===== config.mk =====
export PLATFORM = sky130hd
export DESIGN_NAME = lfa_cmd_handler
export DESIGN_NICKNAME = d
export VERILOG_FILES = /design/src/lfa_pkg.sv /design/src/lfa_resp_mem.sv /design/src/lfa_cmd_handler.sv
export SDC_FILE = /design/constraint.sdc
export NUM_CORES = 2
export LEC_CHECK = 0
export ABC_AREA = 1
export BUFFER_PORTS_ARGS = -buffer_cell sky130_fd_sc_hd__clkbuf_2
export CORE_MARGIN = 4
export CORE_UTILIZATION = 65
export CTS_BUF_LIST = sky130_fd_sc_hd__clkbuf_8
export CTS_CLUSTER_DIAMETER = 60
export DETAILED_ROUTE_END_ITERATION = 6
export PLACE_DENSITY = 0.87
export SETUP_SLACK_MARGIN = 0.15
export SYNTH_ARGS = -nofsm -noshare
export SYNTH_HDL_FRONTEND = slang
export SYNTH_SLANG_ARGS = --single-unit

===== constraint.sdc =====
create_clock -name aclk -period 10.3 [get_ports aclk]
set_input_delay 1.03 -clock aclk [delete_from_list [all_inputs] [get_ports aclk]]
set_output_delay 1.03 -clock aclk [all_outputs]
set_load 0.02 [all_outputs]

===== src/lfa_pkg.sv =====
`default_nettype none
package lfa_pkg;
   // command nibbles
   localparam logic [3:0] CMD_AUTH = 4'h1;
   localparam logic [3:0] CMD_ENH = 4'h3;
   localparam logic [3:0] CMD_KEY1 = 4'h7;
   localparam logic [3:0] CMD_KEY2 = 4'h8;
   localparam logic [3:0] CMD_REP = 4'hE;
   // check nibble per command, entry n at bits [4n+3:4n]
   localparam logic [63:0] CHK_TABLE_DEF = 64'h0100_0D0B_9AFC_5630;
   localparam logic [7:0] CRC8_POLY_DEF = 8'h07;
   localparam logic [7:0] CRC8_INIT_DEF = 8'h00;
   localparam logic [7:0] SYNC_HDR = 8'hFE;
   // status codes, low nibble
   localparam logic [3:0] STS_OK = 4'h0;
   localparam logic [3:0] STS_CHK = 4'h1;
   localparam logic [3:0] STS_LEN = 4'h2;
   localparam logic [3:0] STS_CRC = 4'h3;
   localparam logic [3:0] STS_CMD = 4'h4;
   localparam logic [3:0] STS_CFG = 4'h5;
   // nonvolatile key areas and enhanced flag address
   localparam logic [11:0] KEY1_ADDR = 12'h7C0;
   localparam logic [11:0] KEY2_ADDR = 12'h780;
   localparam logic [11:0] KEY_STRIDE = 12'h010;
   localparam logic [1:0] KEY_LAST_COPY = 2'h2;
   localparam logic [11:0] ENH_FLAG_ADDR_DEF = 12'h7F0;
   // frame sizes in bytes, response memory address width
   localparam int unsigned CMD_BYTES = 1;
   localparam int unsigned CRC_BYTES = 1;
   localparam int unsigned KEY_BYTES = 16;
   localparam int unsigned MAX_PAY = 16;
   localparam int unsigned MEM_AW = 5;
   // configuration bits and reset values
   localparam int unsigned CM_BIT = 2;
   localparam int unsigned SKT_BIT = 6;
   localparam logic [7:0] CRYPTO_RST = 8'h00;
   localparam logic [7:0] CHAL_RST = 8'h0D;
   localparam logic [7:0] RESP_RST = 8'h07;
   // register indices, byte address is four times the index
   localparam int unsigned AXI_ADDR_W = 14;
   localparam logic [11:0] IDX_CRYPTO = 12'h811;
   localparam logic [11:0] IDX_CHAL = 12'h815;
   localparam logic [11:0] IDX_RESP = 12'h816;
   localparam logic [11:0] IDX_STATUS = 12'h820;
   localparam logic [1:0] RESP_OKAY = 2'h0;
   localparam logic [1:0] RESP_SLVERR = 2'h2;
   // timing
   localparam int unsigned CLK_HZ = 50_000_000;
   localparam int unsigned PAUSE_US = 2000;
   localparam int unsigned PAUSE_CYC_DEF = PAUSE_US * (CLK_HZ / 1_000_000);
   localparam int unsigned ERR_FREQ_HZ = 1000;
   localparam int unsigned ERR_HALF_CYC_DEF = CLK_HZ / (2 * ERR_FREQ_HZ);
   localparam int unsigned ERR_PERIODS = 8;
   // link signal positions in the synchroniser
   localparam int unsigned LK_CLK = 0;
   localparam int unsigned LK_DAT = 1;
   localparam int unsigned LK_FRM = 2;
   typedef enum logic [8:0] {
      ST_IDLE = 9'h001,
      ST_RECV = 9'h002,
      ST_EXEC = 9'h004,
      ST_AESW = 9'h008,
      ST_NVMW = 9'h010,
      ST_BUILD = 9'h020,
      ST_PAUSE = 9'h040,
      ST_SEND = 9'h080,
      ST_ERRW = 9'h100
   } lfa_state_e;
endpackage
`default_nettype wire


===== src/lfa_resp_mem.sv =====
`timescale 1ns/1ps
`default_nettype none
module lfa_resp_mem #(
   parameter int unsigned DW = 8,
   parameter int unsigned AW = 5
) (
   input wire logic clk,
   input wire logic we,
   input wire logic [AW-1:0] waddr,
   input wire logic [DW-1:0] wdata,
   input wire logic [AW-1:0] raddr,
   output logic [DW-1:0] rdata
);
   logic [DW-1:0] mem_q [2**AW];

   always_ff @(posedge clk) begin
      if (we) begin
         mem_q[waddr] <= wdata;
      end
   end

   always_ff @(posedge clk) begin
      rdata <= mem_q[raddr];
   end
endmodule // lfa_resp_mem
`default_nettype wire


===== src/lfa_cmd_handler.sv =====
`timescale 1ns/1ps
`default_nettype none
// Operation
// - command 0001b with check 0011 starts authentication with challenge and CRC
// - expected challenge length comes from challenge length configuration
// - response payload length comes from response length configuration
// - crypto config bit 2 picks one-way (0) or two-way (1) authentication
// - all authentication results come from the AES-128 engine
// - response payload 56 or 80 bits, after header, before CRC; the code takes any response length configuration of 1 to 16 bytes
// - command 0111b with check 1001 learns first key, 128 bits plus CRC
// - crypto config bit 6: plain key (0) or encrypted key (1)
// - first key stored at 0x7C0 with two redundant copies
// - command 1000b with check 1011 learns second key, same transfer bit
// - second key stored at 0x780 with two redundant copies
// - status byte lives in volatile storage, rewritten every session
// - status high nibble echoes command, low nibble encodes result
// - key learning answers with the status byte between header and CRC
// - command 0011b with check 0101 sets enhanced flag, answers status
// - enhanced flag checked at power-on to switch field supply off
// - battery session happens once per enhanced mode request
// - command 1110b with check 0001 resends the previous response frame
// - every response frame starts with header byte 0xFE
// - payload CRC byte only present when the frame carries payload
// - session is request, 2 ms pause, then response
// - any error answers with a fixed 1 kHz waveform instead
module lfa_cmd_handler #(
   parameter int unsigned PAUSE_CYC = lfa_pkg::PAUSE_CYC_DEF,
   parameter int unsigned ERR_HALF_CYC = lfa_pkg::ERR_HALF_CYC_DEF,
   parameter logic [11:0] ENH_FLAG_ADDR = lfa_pkg::ENH_FLAG_ADDR_DEF,
   parameter logic [63:0] CHK_TABLE = lfa_pkg::CHK_TABLE_DEF,
   parameter logic [7:0] CRC8_POLY = lfa_pkg::CRC8_POLY_DEF,
   parameter logic [7:0] CRC8_INIT = lfa_pkg::CRC8_INIT_DEF
) (
   input wire logic aclk,
   input wire logic aresetn,
   input wire logic s_axi_awvalid,
   output logic s_axi_awready,
   input wire logic [lfa_pkg::AXI_ADDR_W-1:0] s_axi_awaddr,
   input wire logic s_axi_wvalid,
   output logic s_axi_wready,
   input wire logic [31:0] s_axi_wdata,
   input wire logic [3:0] s_axi_wstrb,
   output logic s_axi_bvalid,
   input wire logic s_axi_bready,
   output logic [1:0] s_axi_bresp,
   input wire logic s_axi_arvalid,
   output logic s_axi_arready,
   input wire logic [lfa_pkg::AXI_ADDR_W-1:0] s_axi_araddr,
   output logic s_axi_rvalid,
   input wire logic s_axi_rready,
   output logic [31:0] s_axi_rdata,
   output logic [1:0] s_axi_rresp,
   input wire logic lf_clk,
   input wire logic lf_rx_data,
   input wire logic lf_rx_frame,
   output logic lf_tx_data,
   output logic lf_tx_en,
   output logic aes_start,
   output logic aes_decrypt,
   output logic aes_two_way,
   output logic [127:0] aes_block,
   input wire logic aes_done,
   input wire logic [127:0] aes_result,
   output logic nvm_wr_valid,
   input wire logic nvm_wr_ready,
   output logic [11:0] nvm_wr_addr,
   output logic [127:0] nvm_wr_data,
   input wire logic enh_flag_nvm,
   output logic field_supply_state,
   output logic [7:0] status_byte
);
   import lfa_pkg::*;

   function automatic logic [7:0] crc8(input logic [7:0] c, input logic [7:0] b);
      logic [7:0] r;
      r = c ^ b;
      for (int i = 0; i < 8; i++) begin
         r = r[7] ? ((r << 1) ^ CRC8_POLY) : (r << 1);
      end
      return r;
   endfunction

   lfa_state_e st_q;
   logic [2:0] lk_ff1_q, lk_ff2_q, lk_ff3_q, lk_st_q;
   logic lk_clk_prev_q, lk_rise;
   logic [7:0] rx_bits_q, rx_sh_q, cmd_q, crc_run_q, crc_prev_q, rx_byte;
   logic [135:0] rx_data_q;
   logic [7:0] status_q, crypto_q, chal_q, resp_q;
   logic err_q, por_done_q, field_off_q;
   logic aes_start_q, aes_decrypt_q;
   logic [127:0] aes_block_q;
   logic nvm_valid_q, nvm_build_q;
   logic [11:0] nvm_addr_q;
   logic [127:0] nvm_data_q;
   logic [1:0] nvm_cnt_q, nvm_last_q;
   logic [127:0] resp_buf_q;
   logic [4:0] pay_len_q, bld_idx_q, tx_len_q, tx_idx_q;
   logic [7:0] bld_crc_q, bld_byte;
   logic [2:0] tx_bit_q;
   logic tx_data_q, tx_en_q;
   logic [31:0] pause_cnt_q, err_cnt_q;
   logic [4:0] err_half_q;
   logic [7:0] mem_rdata;
   logic [7:0] exp_d;
   logic [3:0] code_d;
   logic pay_d, known_d, cfg_bad;
   logic [127:0] blk_d;
   logic aw_got_q, w_got_q, w_en_q, bvalid_q, rvalid_q;
   logic [11:0] aw_idx_q;
   logic [7:0] w_data_q;
   logic [1:0] bresp_q, rresp_q;
   logic [31:0] rdata_q;

   // link inputs: three stages, a change counts once stages two and three agree
   always_ff @(posedge aclk) begin
      if (!aresetn) begin
         lk_ff1_q <= 3'h0;
         lk_ff2_q <= 3'h0;
         lk_ff3_q <= 3'h0;
         lk_st_q <= 3'h0;
         lk_clk_prev_q <= 1'b0;
      end else begin
         lk_ff1_q <= {lf_rx_frame, lf_rx_data, lf_clk};
         lk_ff2_q <= lk_ff1_q;
         lk_ff3_q <= lk_ff2_q;
         for (int i = 0; i < 3; i++) begin
            if (lk_ff2_q[i] == lk_ff3_q[i]) begin
               lk_st_q[i] <= lk_ff3_q[i];
            end
         end
         lk_clk_prev_q <= lk_st_q[LK_CLK];
      end
   end
   assign lk_rise = lk_st_q[LK_CLK] & ~lk_clk_prev_q;
   assign rx_byte = {rx_sh_q[6:0], lk_st_q[LK_DAT]};

   // request receiver, msb first; payload crc runs over the data bytes
   always_ff @(posedge aclk) begin
      if (!aresetn || st_q == ST_IDLE) begin
         rx_bits_q <= 8'h00;
         rx_sh_q <= 8'h00;
         cmd_q <= 8'h00;
         rx_data_q <= '0;
         crc_run_q <= CRC8_INIT;
         crc_prev_q <= CRC8_INIT;
      end else if (st_q == ST_RECV && lk_rise && lk_st_q[LK_FRM]) begin
         rx_sh_q <= rx_byte;
         if (rx_bits_q != 8'hFF) begin
            rx_bits_q <= rx_bits_q + 8'h01;
         end
         if (rx_bits_q[2:0] == 3'h7) begin
            if (rx_bits_q[7:3] == 5'h00) begin
               cmd_q <= rx_byte;
            end else begin
               rx_data_q <= {rx_data_q[127:0], rx_byte};
               crc_prev_q <= crc_run_q;
               crc_run_q <= crc8(crc_run_q, rx_byte);
            end
         end
      end
   end

   // request decode
   always_comb begin
      exp_d = 8'(CMD_BYTES);
      pay_d = 1'b0;
      known_d = 1'b1;
      case (cmd_q[7:4])
         CMD_AUTH: begin
            exp_d = 8'(CMD_BYTES + CRC_BYTES) + chal_q;
            pay_d = 1'b1;
         end
         CMD_KEY1, CMD_KEY2: begin
            exp_d = 8'(CMD_BYTES + KEY_BYTES + CRC_BYTES);
            pay_d = 1'b1;
         end
         CMD_ENH, CMD_REP: exp_d = 8'(CMD_BYTES);
         default: known_d = 1'b0;
      endcase
      cfg_bad = (cmd_q[7:4] == CMD_AUTH) && (chal_q == 8'h00 || chal_q > 8'(MAX_PAY)
         || resp_q == 8'h00 || resp_q > 8'(MAX_PAY));
      if (!known_d) begin
         code_d = STS_CMD;
      end else if (CHK_TABLE[{cmd_q[7:4], 2'b00} +: 4] != cmd_q[3:0]) begin
         code_d = STS_CHK;
      end else if (cfg_bad) begin
         code_d = STS_CFG;
      end else if ({3'h0, rx_bits_q[7:3]} != exp_d || rx_bits_q[2:0] != 3'h0) begin
         code_d = STS_LEN;
      end else if (pay_d && crc_prev_q != rx_data_q[7:0]) begin
         code_d = STS_CRC;
      end else begin
         code_d = STS_OK;
      end
      // challenge left aligned in the cipher block
      blk_d = rx_data_q[135:8] << {5'(MAX_PAY) - chal_q[4:0], 3'b000};
   end

   // pause counted from the end of the request
   always_ff @(posedge aclk) begin
      if (!aresetn || (st_q == ST_RECV && !lk_st_q[LK_FRM])) begin
         pause_cnt_q <= 32'h0;
      end else if (pause_cnt_q != 32'(PAUSE_CYC)) begin
         pause_cnt_q <= pause_cnt_q + 32'h1;
      end
   end

   // header first, then payload, crc last
   always_comb begin
      if (bld_idx_q == 5'h00) begin
         bld_byte = SYNC_HDR;
      end else if (bld_idx_q <= pay_len_q) begin
         bld_byte = resp_buf_q[127:120];
      end else begin
         bld_byte = bld_crc_q;
      end
   end

   lfa_resp_mem #(
      .DW(8),
      .AW(MEM_AW)
   ) u_resp_mem (
      .clk(aclk),
      .we(st_q == ST_BUILD),
      .waddr(bld_idx_q),
      .wdata(bld_byte),
      .raddr(tx_idx_q),
      .rdata(mem_rdata)
   );

   task automatic nvm_go(input logic [11:0] a, input logic [127:0] d,
                         input logic [1:0] last, input logic build);
      nvm_valid_q <= 1'b1;
      nvm_addr_q <= a;
      nvm_data_q <= d;
      nvm_cnt_q <= 2'h0;
      nvm_last_q <= last;
      nvm_build_q <= build;
      st_q <= ST_NVMW;
   endtask

   // session sequencer
   always_ff @(posedge aclk) begin
      if (!aresetn) begin
         st_q <= ST_IDLE;
         status_q <= 8'h00;
         err_q <= 1'b0;
         por_done_q <= 1'b0;
         field_off_q <= 1'b0;
         aes_start_q <= 1'b0;
         aes_decrypt_q <= 1'b0;
         aes_block_q <= '0;
         nvm_valid_q <= 1'b0;
         nvm_build_q <= 1'b0;
         nvm_addr_q <= 12'h000;
         nvm_data_q <= '0;
         nvm_cnt_q <= 2'h0;
         nvm_last_q <= 2'h0;
         resp_buf_q <= '0;
         pay_len_q <= 5'h00;
         bld_idx_q <= 5'h00;
         bld_crc_q <= CRC8_INIT;
         tx_len_q <= 5'h00;
         tx_idx_q <= 5'h00;
         tx_bit_q <= 3'h0;
         tx_data_q <= 1'b0;
         tx_en_q <= 1'b0;
         err_cnt_q <= 32'h0;
         err_half_q <= 5'h00;
      end else if (!por_done_q) begin
         por_done_q <= 1'b1;
         field_off_q <= enh_flag_nvm;
         if (enh_flag_nvm) begin
            nvm_go(ENH_FLAG_ADDR, '0, 2'h0, 1'b0);
         end
      end else begin
         unique case (st_q)
            ST_IDLE: begin
               if (lk_st_q[LK_FRM]) begin
                  st_q <= ST_RECV;
               end
            end
            ST_RECV: begin
               if (!lk_st_q[LK_FRM]) begin
                  st_q <= ST_EXEC;
               end
            end
            ST_EXEC: begin
               status_q <= {cmd_q[7:4], code_d};
               if (code_d != STS_OK) begin
                  err_q <= 1'b1;
                  st_q <= ST_PAUSE;
               end else begin
                  case (cmd_q[7:4])
                     CMD_AUTH: begin
                        aes_block_q <= blk_d;
                        aes_decrypt_q <= 1'b0;
                        aes_start_q <= 1'b1;
                        st_q <= ST_AESW;
                     end
                     CMD_KEY1, CMD_KEY2: begin
                        if (crypto_q[SKT_BIT]) begin
                           aes_block_q <= rx_data_q[135:8];
                           aes_decrypt_q <= 1'b1;
                           aes_start_q <= 1'b1;
                           st_q <= ST_AESW;
                        end else begin
                           nvm_go(cmd_q[7:4] == CMD_KEY1 ? KEY1_ADDR : KEY2_ADDR,
                                  rx_data_q[135:8], KEY_LAST_COPY, 1'b1);
                        end
                     end
                     CMD_ENH: nvm_go(ENH_FLAG_ADDR, 128'h1, 2'h0, 1'b1);
                     default: st_q <= ST_PAUSE;
                  endcase
               end
            end
            ST_AESW: begin
               aes_start_q <= 1'b0;
               if (aes_done) begin
                  if (cmd_q[7:4] == CMD_AUTH) begin
                     resp_buf_q <= aes_result;
                     pay_len_q <= resp_q[4:0];
                     bld_idx_q <= 5'h00;
                     st_q <= ST_BUILD;
                  end else begin
                     nvm_go(cmd_q[7:4] == CMD_KEY1 ? KEY1_ADDR : KEY2_ADDR,
                            aes_result, KEY_LAST_COPY, 1'b1);
                  end
               end
            end
            ST_NVMW: begin
               if (nvm_wr_ready) begin
                  if (nvm_cnt_q == nvm_last_q) begin
                     nvm_valid_q <= 1'b0;
                     resp_buf_q <= {status_q, 120'h0};
                     pay_len_q <= 5'h01;
                     bld_idx_q <= 5'h00;
                     st_q <= nvm_build_q ? ST_BUILD : ST_IDLE;
                  end else begin
                     nvm_cnt_q <= nvm_cnt_q + 2'h1;
                     nvm_addr_q <= nvm_addr_q + KEY_STRIDE;
                  end
               end
            end
            ST_BUILD: begin
               if (bld_idx_q == 5'h00) begin
                  bld_crc_q <= CRC8_INIT;
               end else if (bld_idx_q <= pay_len_q) begin
                  bld_crc_q <= crc8(bld_crc_q, bld_byte);
                  resp_buf_q <= resp_buf_q << 8;
               end
               if (bld_idx_q == pay_len_q + 5'h01) begin
                  tx_len_q <= pay_len_q + 5'h02;
                  st_q <= ST_PAUSE;
               end else begin
                  bld_idx_q <= bld_idx_q + 5'h01;
               end
            end
            ST_PAUSE: begin
               // answer only after the pause
               // address held at zero so the first byte is read before the first link edge
               tx_idx_q <= 5'h00;
               if (pause_cnt_q == 32'(PAUSE_CYC)) begin
                  tx_bit_q <= 3'h0;
                  err_cnt_q <= 32'h0;
                  err_half_q <= 5'h00;
                  if (err_q) begin
                     tx_en_q <= 1'b1;
                     tx_data_q <= 1'b1;
                     st_q <= ST_ERRW;
                  end else begin
                     st_q <= ST_SEND;
                  end
               end
            end
            ST_SEND: begin
               // bits change on link rising edges; memory read settles between them
               if (lk_rise) begin
                  if (tx_idx_q == tx_len_q) begin
                     tx_en_q <= 1'b0;
                     tx_data_q <= 1'b0;
                     st_q <= ST_IDLE;
                  end else begin
                     tx_en_q <= 1'b1;
                     tx_data_q <= mem_rdata[~tx_bit_q];
                     tx_bit_q <= tx_bit_q + 3'h1;
                     if (tx_bit_q == 3'h7) begin
                        tx_idx_q <= tx_idx_q + 5'h01;
                     end
                  end
               end
            end
            ST_ERRW: begin
               if (err_cnt_q == 32'(ERR_HALF_CYC - 1)) begin
                  err_cnt_q <= 32'h0;
                  tx_data_q <= ~tx_data_q;
                  err_half_q <= err_half_q + 5'h01;
                  if (err_half_q == 5'(2 * ERR_PERIODS - 1)) begin
                     tx_en_q <= 1'b0;
                     tx_data_q <= 1'b0;
                     err_q <= 1'b0;
                     st_q <= ST_IDLE;
                  end
               end else begin
                  err_cnt_q <= err_cnt_q + 32'h1;
               end
            end
         endcase
      end
   end

   // register write path, address and data accepted in either order
   assign s_axi_awready = !aw_got_q && !bvalid_q;
   assign s_axi_wready = !w_got_q && !bvalid_q;
   always_ff @(posedge aclk) begin
      if (!aresetn) begin
         aw_got_q <= 1'b0;
         w_got_q <= 1'b0;
         w_en_q <= 1'b0;
         aw_idx_q <= 12'h000;
         w_data_q <= 8'h00;
         bvalid_q <= 1'b0;
         bresp_q <= RESP_OKAY;
         crypto_q <= CRYPTO_RST;
         chal_q <= CHAL_RST;
         resp_q <= RESP_RST;
      end else begin
         if (s_axi_awvalid && s_axi_awready) begin
            aw_got_q <= 1'b1;
            aw_idx_q <= s_axi_awaddr[AXI_ADDR_W-1:2];
         end
         if (s_axi_wvalid && s_axi_wready) begin
            w_got_q <= 1'b1;
            w_data_q <= s_axi_wdata[7:0];
            w_en_q <= s_axi_wstrb[0];
         end
         if (aw_got_q && w_got_q) begin
            aw_got_q <= 1'b0;
            w_got_q <= 1'b0;
            bvalid_q <= 1'b1;
            bresp_q <= RESP_OKAY;
            case (aw_idx_q)
               IDX_CRYPTO: if (w_en_q) crypto_q <= w_data_q;
               IDX_CHAL: if (w_en_q) chal_q <= w_data_q;
               IDX_RESP: if (w_en_q) resp_q <= w_data_q;
               IDX_STATUS: ;
               default: bresp_q <= RESP_SLVERR;
            endcase
         end else if (s_axi_bready) begin
            bvalid_q <= 1'b0;
         end
      end
   end

   // register read path
   assign s_axi_arready = !rvalid_q;
   always_ff @(posedge aclk) begin
      if (!aresetn) begin
         rvalid_q <= 1'b0;
         rdata_q <= 32'h0;
         rresp_q <= RESP_OKAY;
      end else if (s_axi_arvalid && s_axi_arready) begin
         rvalid_q <= 1'b1;
         rresp_q <= RESP_OKAY;
         case (s_axi_araddr[AXI_ADDR_W-1:2])
            IDX_CRYPTO: rdata_q <= {24'h0, crypto_q};
            IDX_CHAL: rdata_q <= {24'h0, chal_q};
            IDX_RESP: rdata_q <= {24'h0, resp_q};
            IDX_STATUS: rdata_q <= {24'h0, status_q};
            default: begin
               rdata_q <= 32'h0;
               rresp_q <= RESP_SLVERR;
            end
         endcase
      end else if (s_axi_rready) begin
         rvalid_q <= 1'b0;
      end
   end

   assign s_axi_bvalid = bvalid_q;
   assign s_axi_bresp = bresp_q;
   assign s_axi_rvalid = rvalid_q;
   assign s_axi_rdata = rdata_q;
   assign s_axi_rresp = rresp_q;
   assign lf_tx_data = tx_data_q;
   assign lf_tx_en = tx_en_q;
   assign aes_start = aes_start_q;
   assign aes_decrypt = aes_decrypt_q;
   assign aes_two_way = crypto_q[CM_BIT];
   assign aes_block = aes_block_q;
   assign nvm_wr_valid = nvm_valid_q;
   assign nvm_wr_addr = nvm_addr_q;
   assign nvm_wr_data = nvm_data_q;
   assign field_supply_state = field_off_q;
   assign status_byte = status_q;
endmodule // lfa_cmd_handler
`default_nettype wire


==> results.md <==
- Hold depth: 3
- Routed Antenna Nets: 0
- Yosys warnings: 0
- Routed Wire Length: 176300 um
- F_max: 0.2051 GHz
- Skew final: 0.06629 ns
- PwrDens: 148.3 nW/um^2
- Vias per Instance: 6.402
- Crit start category: register
- Hold-fix buffer count after cts: 0
- GP Congestion: 1.070
- Most common cell type on the critical path: inv_1
- GRT overflow: 0
- Area contributors post-synth: dfxtp_1 31%, edfxtp_1 15%, nand2_1 9.0%, o21ai_0 8.7%, a21oi_1 7.2%
- Largest net degree at the start of global routing: 201
- Total core area: 75950 um^2
- DRC viols: 1
- Worst-path clk slew: 0.06 ns
- Ys async rst share: 0%
- WS Path Type: reg -> reg
- Commonest non-fill, non-tap cell in the layout: nand2_1
- Status: finished, violations left
- Setup repair bufs after CTS: 0
- Fin crit period: 4.877 ns
- Vias in the first global route: 45310
- DP HPWL: 121300 um
- Final setup violation count: 0
- CP Max Fanout: 200
- Clock Latency Late Sink: 0.86 ns
- Slowest Stage Delay on Critical Path: 0.74 ns
- Total number of vias: 50020
- Req. time, crit path: 10.95 ns
- Root Driver: clkbuf_8
- Avg Cell Area, Syn: 7.718 um^2
- Die Span X: 284.8 um
- Top_reg_cell synth: dfxtp_1
- Final slew viol count: 0
- Layout cells sized above 1: 11.91%
- Die area: 81090 um^2
- MaxCap Viol Count: 0
- Post-cts sizing count: 0
- Die Ht: 284.8 um
- Num CTS Buffers: 167
- Initial drt markers: 7847
- Global-route wire length before repair: 265700 um
- Fin crit share: 47.35%
- Most frequent cells in the layout: 1196 x nand2_1, 862 x o21ai_0, 773 x dfxtp_1, 711 x a21oi_1, 467 x inv_1
- CP Capture Type: register
- HP Class: in -> reg
- Slew @ Worst Pin: 1.263 ns
- DR pass1 iterations: 7
- Final Hold Fails: 0
- # IOs: 529
- Fillers: 5984
- Number of clock sinks: 1031
- FF+latch count, synth: 1031
- Mapped Area: 49790 um^2
- Post-Synthesis Cells: 6451
- WHS: 0.4089 ns
- Clock Path Buffers: 3
- Crit path DAT: 5.53 ns
- R2R depth: 18
- H-Tree Depth: 4
- Initial core utilization: 65.55%
- Yosys top cell area share: 31.16%
- Cells along the critical path: nor2_1 -> nand2_1 -> nor2_1 -> inv_1 -> nor2_4 -> buf_4 -> buf_4 -> inv_1 -> o21ai_0 -> inv_1 -> nand2_1 -> nor2_1 -> inv_1 -> a21oi_4 -> buf_4 -> buf_12 -> o21ai_0 -> a21oi_1
- Post-synth top area cell: dfxtp_1
- RSZ-0062 raised after global routing: false
- Cell variety after synth: 57
- Fin nets: 6885
- Setup TNS: 0 ns
- Register area share after synthesis: 46.60%
- Core Rows: 101
- Synth-to-Final Area Change: 10.50%
- WL/cell: 22.57 um
- Post-synth EDFFs: 256
- Slew headroom: 15.47%
- Slowest CP cell: buf_4
- Lkg Pwr: 20.43 nW
- CTS tree: yes
- Buffers on Ports: 466
- Failing checks: design-rule violations
- Max VDD drop: 0.1090 mV
- Gr usage total: 41.55%
- Antenna violations before repair: 10
## Yosys cell counts (24+ instances only)
cell,number
o211ai_1,61
edfxtp_1,256
nor2_1,428
ha_1,30
a22oi_1,119
o21ai_0,865
buf_2,61
a21oi_1,712
o221ai_1,28
xor2_1,46
nand2_1,1199
o22ai_1,51
o31ai_1,126
nand3_1,310
nor4_1,26
nand4_1,191
nor3_1,77
xnor2_1,25
mux2i_1,46
buf_1,24
dfxtp_1,775
inv_1,407
clkbuf_1,378
buf_4,52
a211oi_1,45
## worst max-delay path: cells and delay by family, from the launching register on
kind,cells,cell delay (ns)
AO/OA/AOI/OAI,4,0.72
buffers and inverters,8,2.39
flip-flops,1,0.34
AND/OR/NAND/NOR,6,0.88
## power by group
part / internal [mW] / leakage (nW) / switching, mW / total (mW)
registers: 4.18 / 8.52 / 0.0384 / 4.22
clock network: 1.78 / 1.88 / 1.69 / 3.47
logic: 0.122 / 10.0 / 0.354 / 0.475
total: 6.08 / 20.4 / 2.08 / 8.16
## metrics by stage
stage / area, um^2 / std cells / total power [mW] / setup WS [ns] / utilization [%]
4_1_cts: 55000 / 7804 / 8.134 / 5.563 / 72.41
3_3_place_gp: 51790 / 7511 / 4.748 / 5.676 / 68.19
2_1_floorplan: 49900 / 6481 / 4.607 / 7.008 / -
3_5_place_dp: 51790 / 7511 / 4.758 / 5.562 / 68.19
6_report: 55020 / 7812 / 8.161 / 5.423 / 72.44
5_1_grt: 55000 / 7807 / 8.385 / 5.124 / 72.42
## final timing paths
kind	start	end	slack [ns]
max reg2reg	st_q[4]	resp_buf_q[34]	5.42
min	lf_clk	lk_ff1_q[0]	0.41
min reg2reg	lk_ff1_q[1]	lk_ff2_q[1]	0.42
max	st_q[4]	resp_buf_q[34]	5.42
## area by class of cell
class	instances	area (um^2)	share of cell area (%)
Multi-Input combinational cell	4503	22890	41.61
Tap cell	1030	1289	2.342
Antenna cell	8	20.02	0.03639
Timing Repair Buffer	528	2816	5.119
Clock buffer	196	2698	4.903
Inverter	419	1588	2.886
Sequential cell	1031	23210	42.18
Clock inverter	97	505.5	0.9188
## logic make-up after synthesis
family / after synthesis / share of synthesized area [%]
compound gates: 2053 / 23.04
xor+xnor: 71 / 1.249
fa+ha+maj: 30 / 0.7539
buf+inv: 947 / 7.884
flops: 1031 / 46.60
mux: 46 / 0.9248
other cells: 1 / 0.007532
simple gates: 2272 / 19.54
## layer usage
metal | global-route usage [%] | up-vias | share of wire (%)
li1 | - | 22810 | -
met2 | 64.67 | 3521 | 44
met1 | 52.06 | 22970 | 36
met5 | 0 | - | 0.022
met3 | 10.80 | 712 | 13
met4 | 25.34 | 4 | 7.3
## registers in the layout (all words and copies together), names as in the netlist, 9 cells and up
| name | flops |
|---|---|
| u_resp_mem.mem_q | 256 |
| rx_data_q | 136 |
| aes_block | 128 |
| nvm_wr_data | 128 |
| resp_buf_q | 128 |
| err_cnt_q | 32 |
| pause_cnt_q | 32 |
| aw_idx_q | 12 |
| st_q | 9 |
Power figures use the tool's default switching activity.
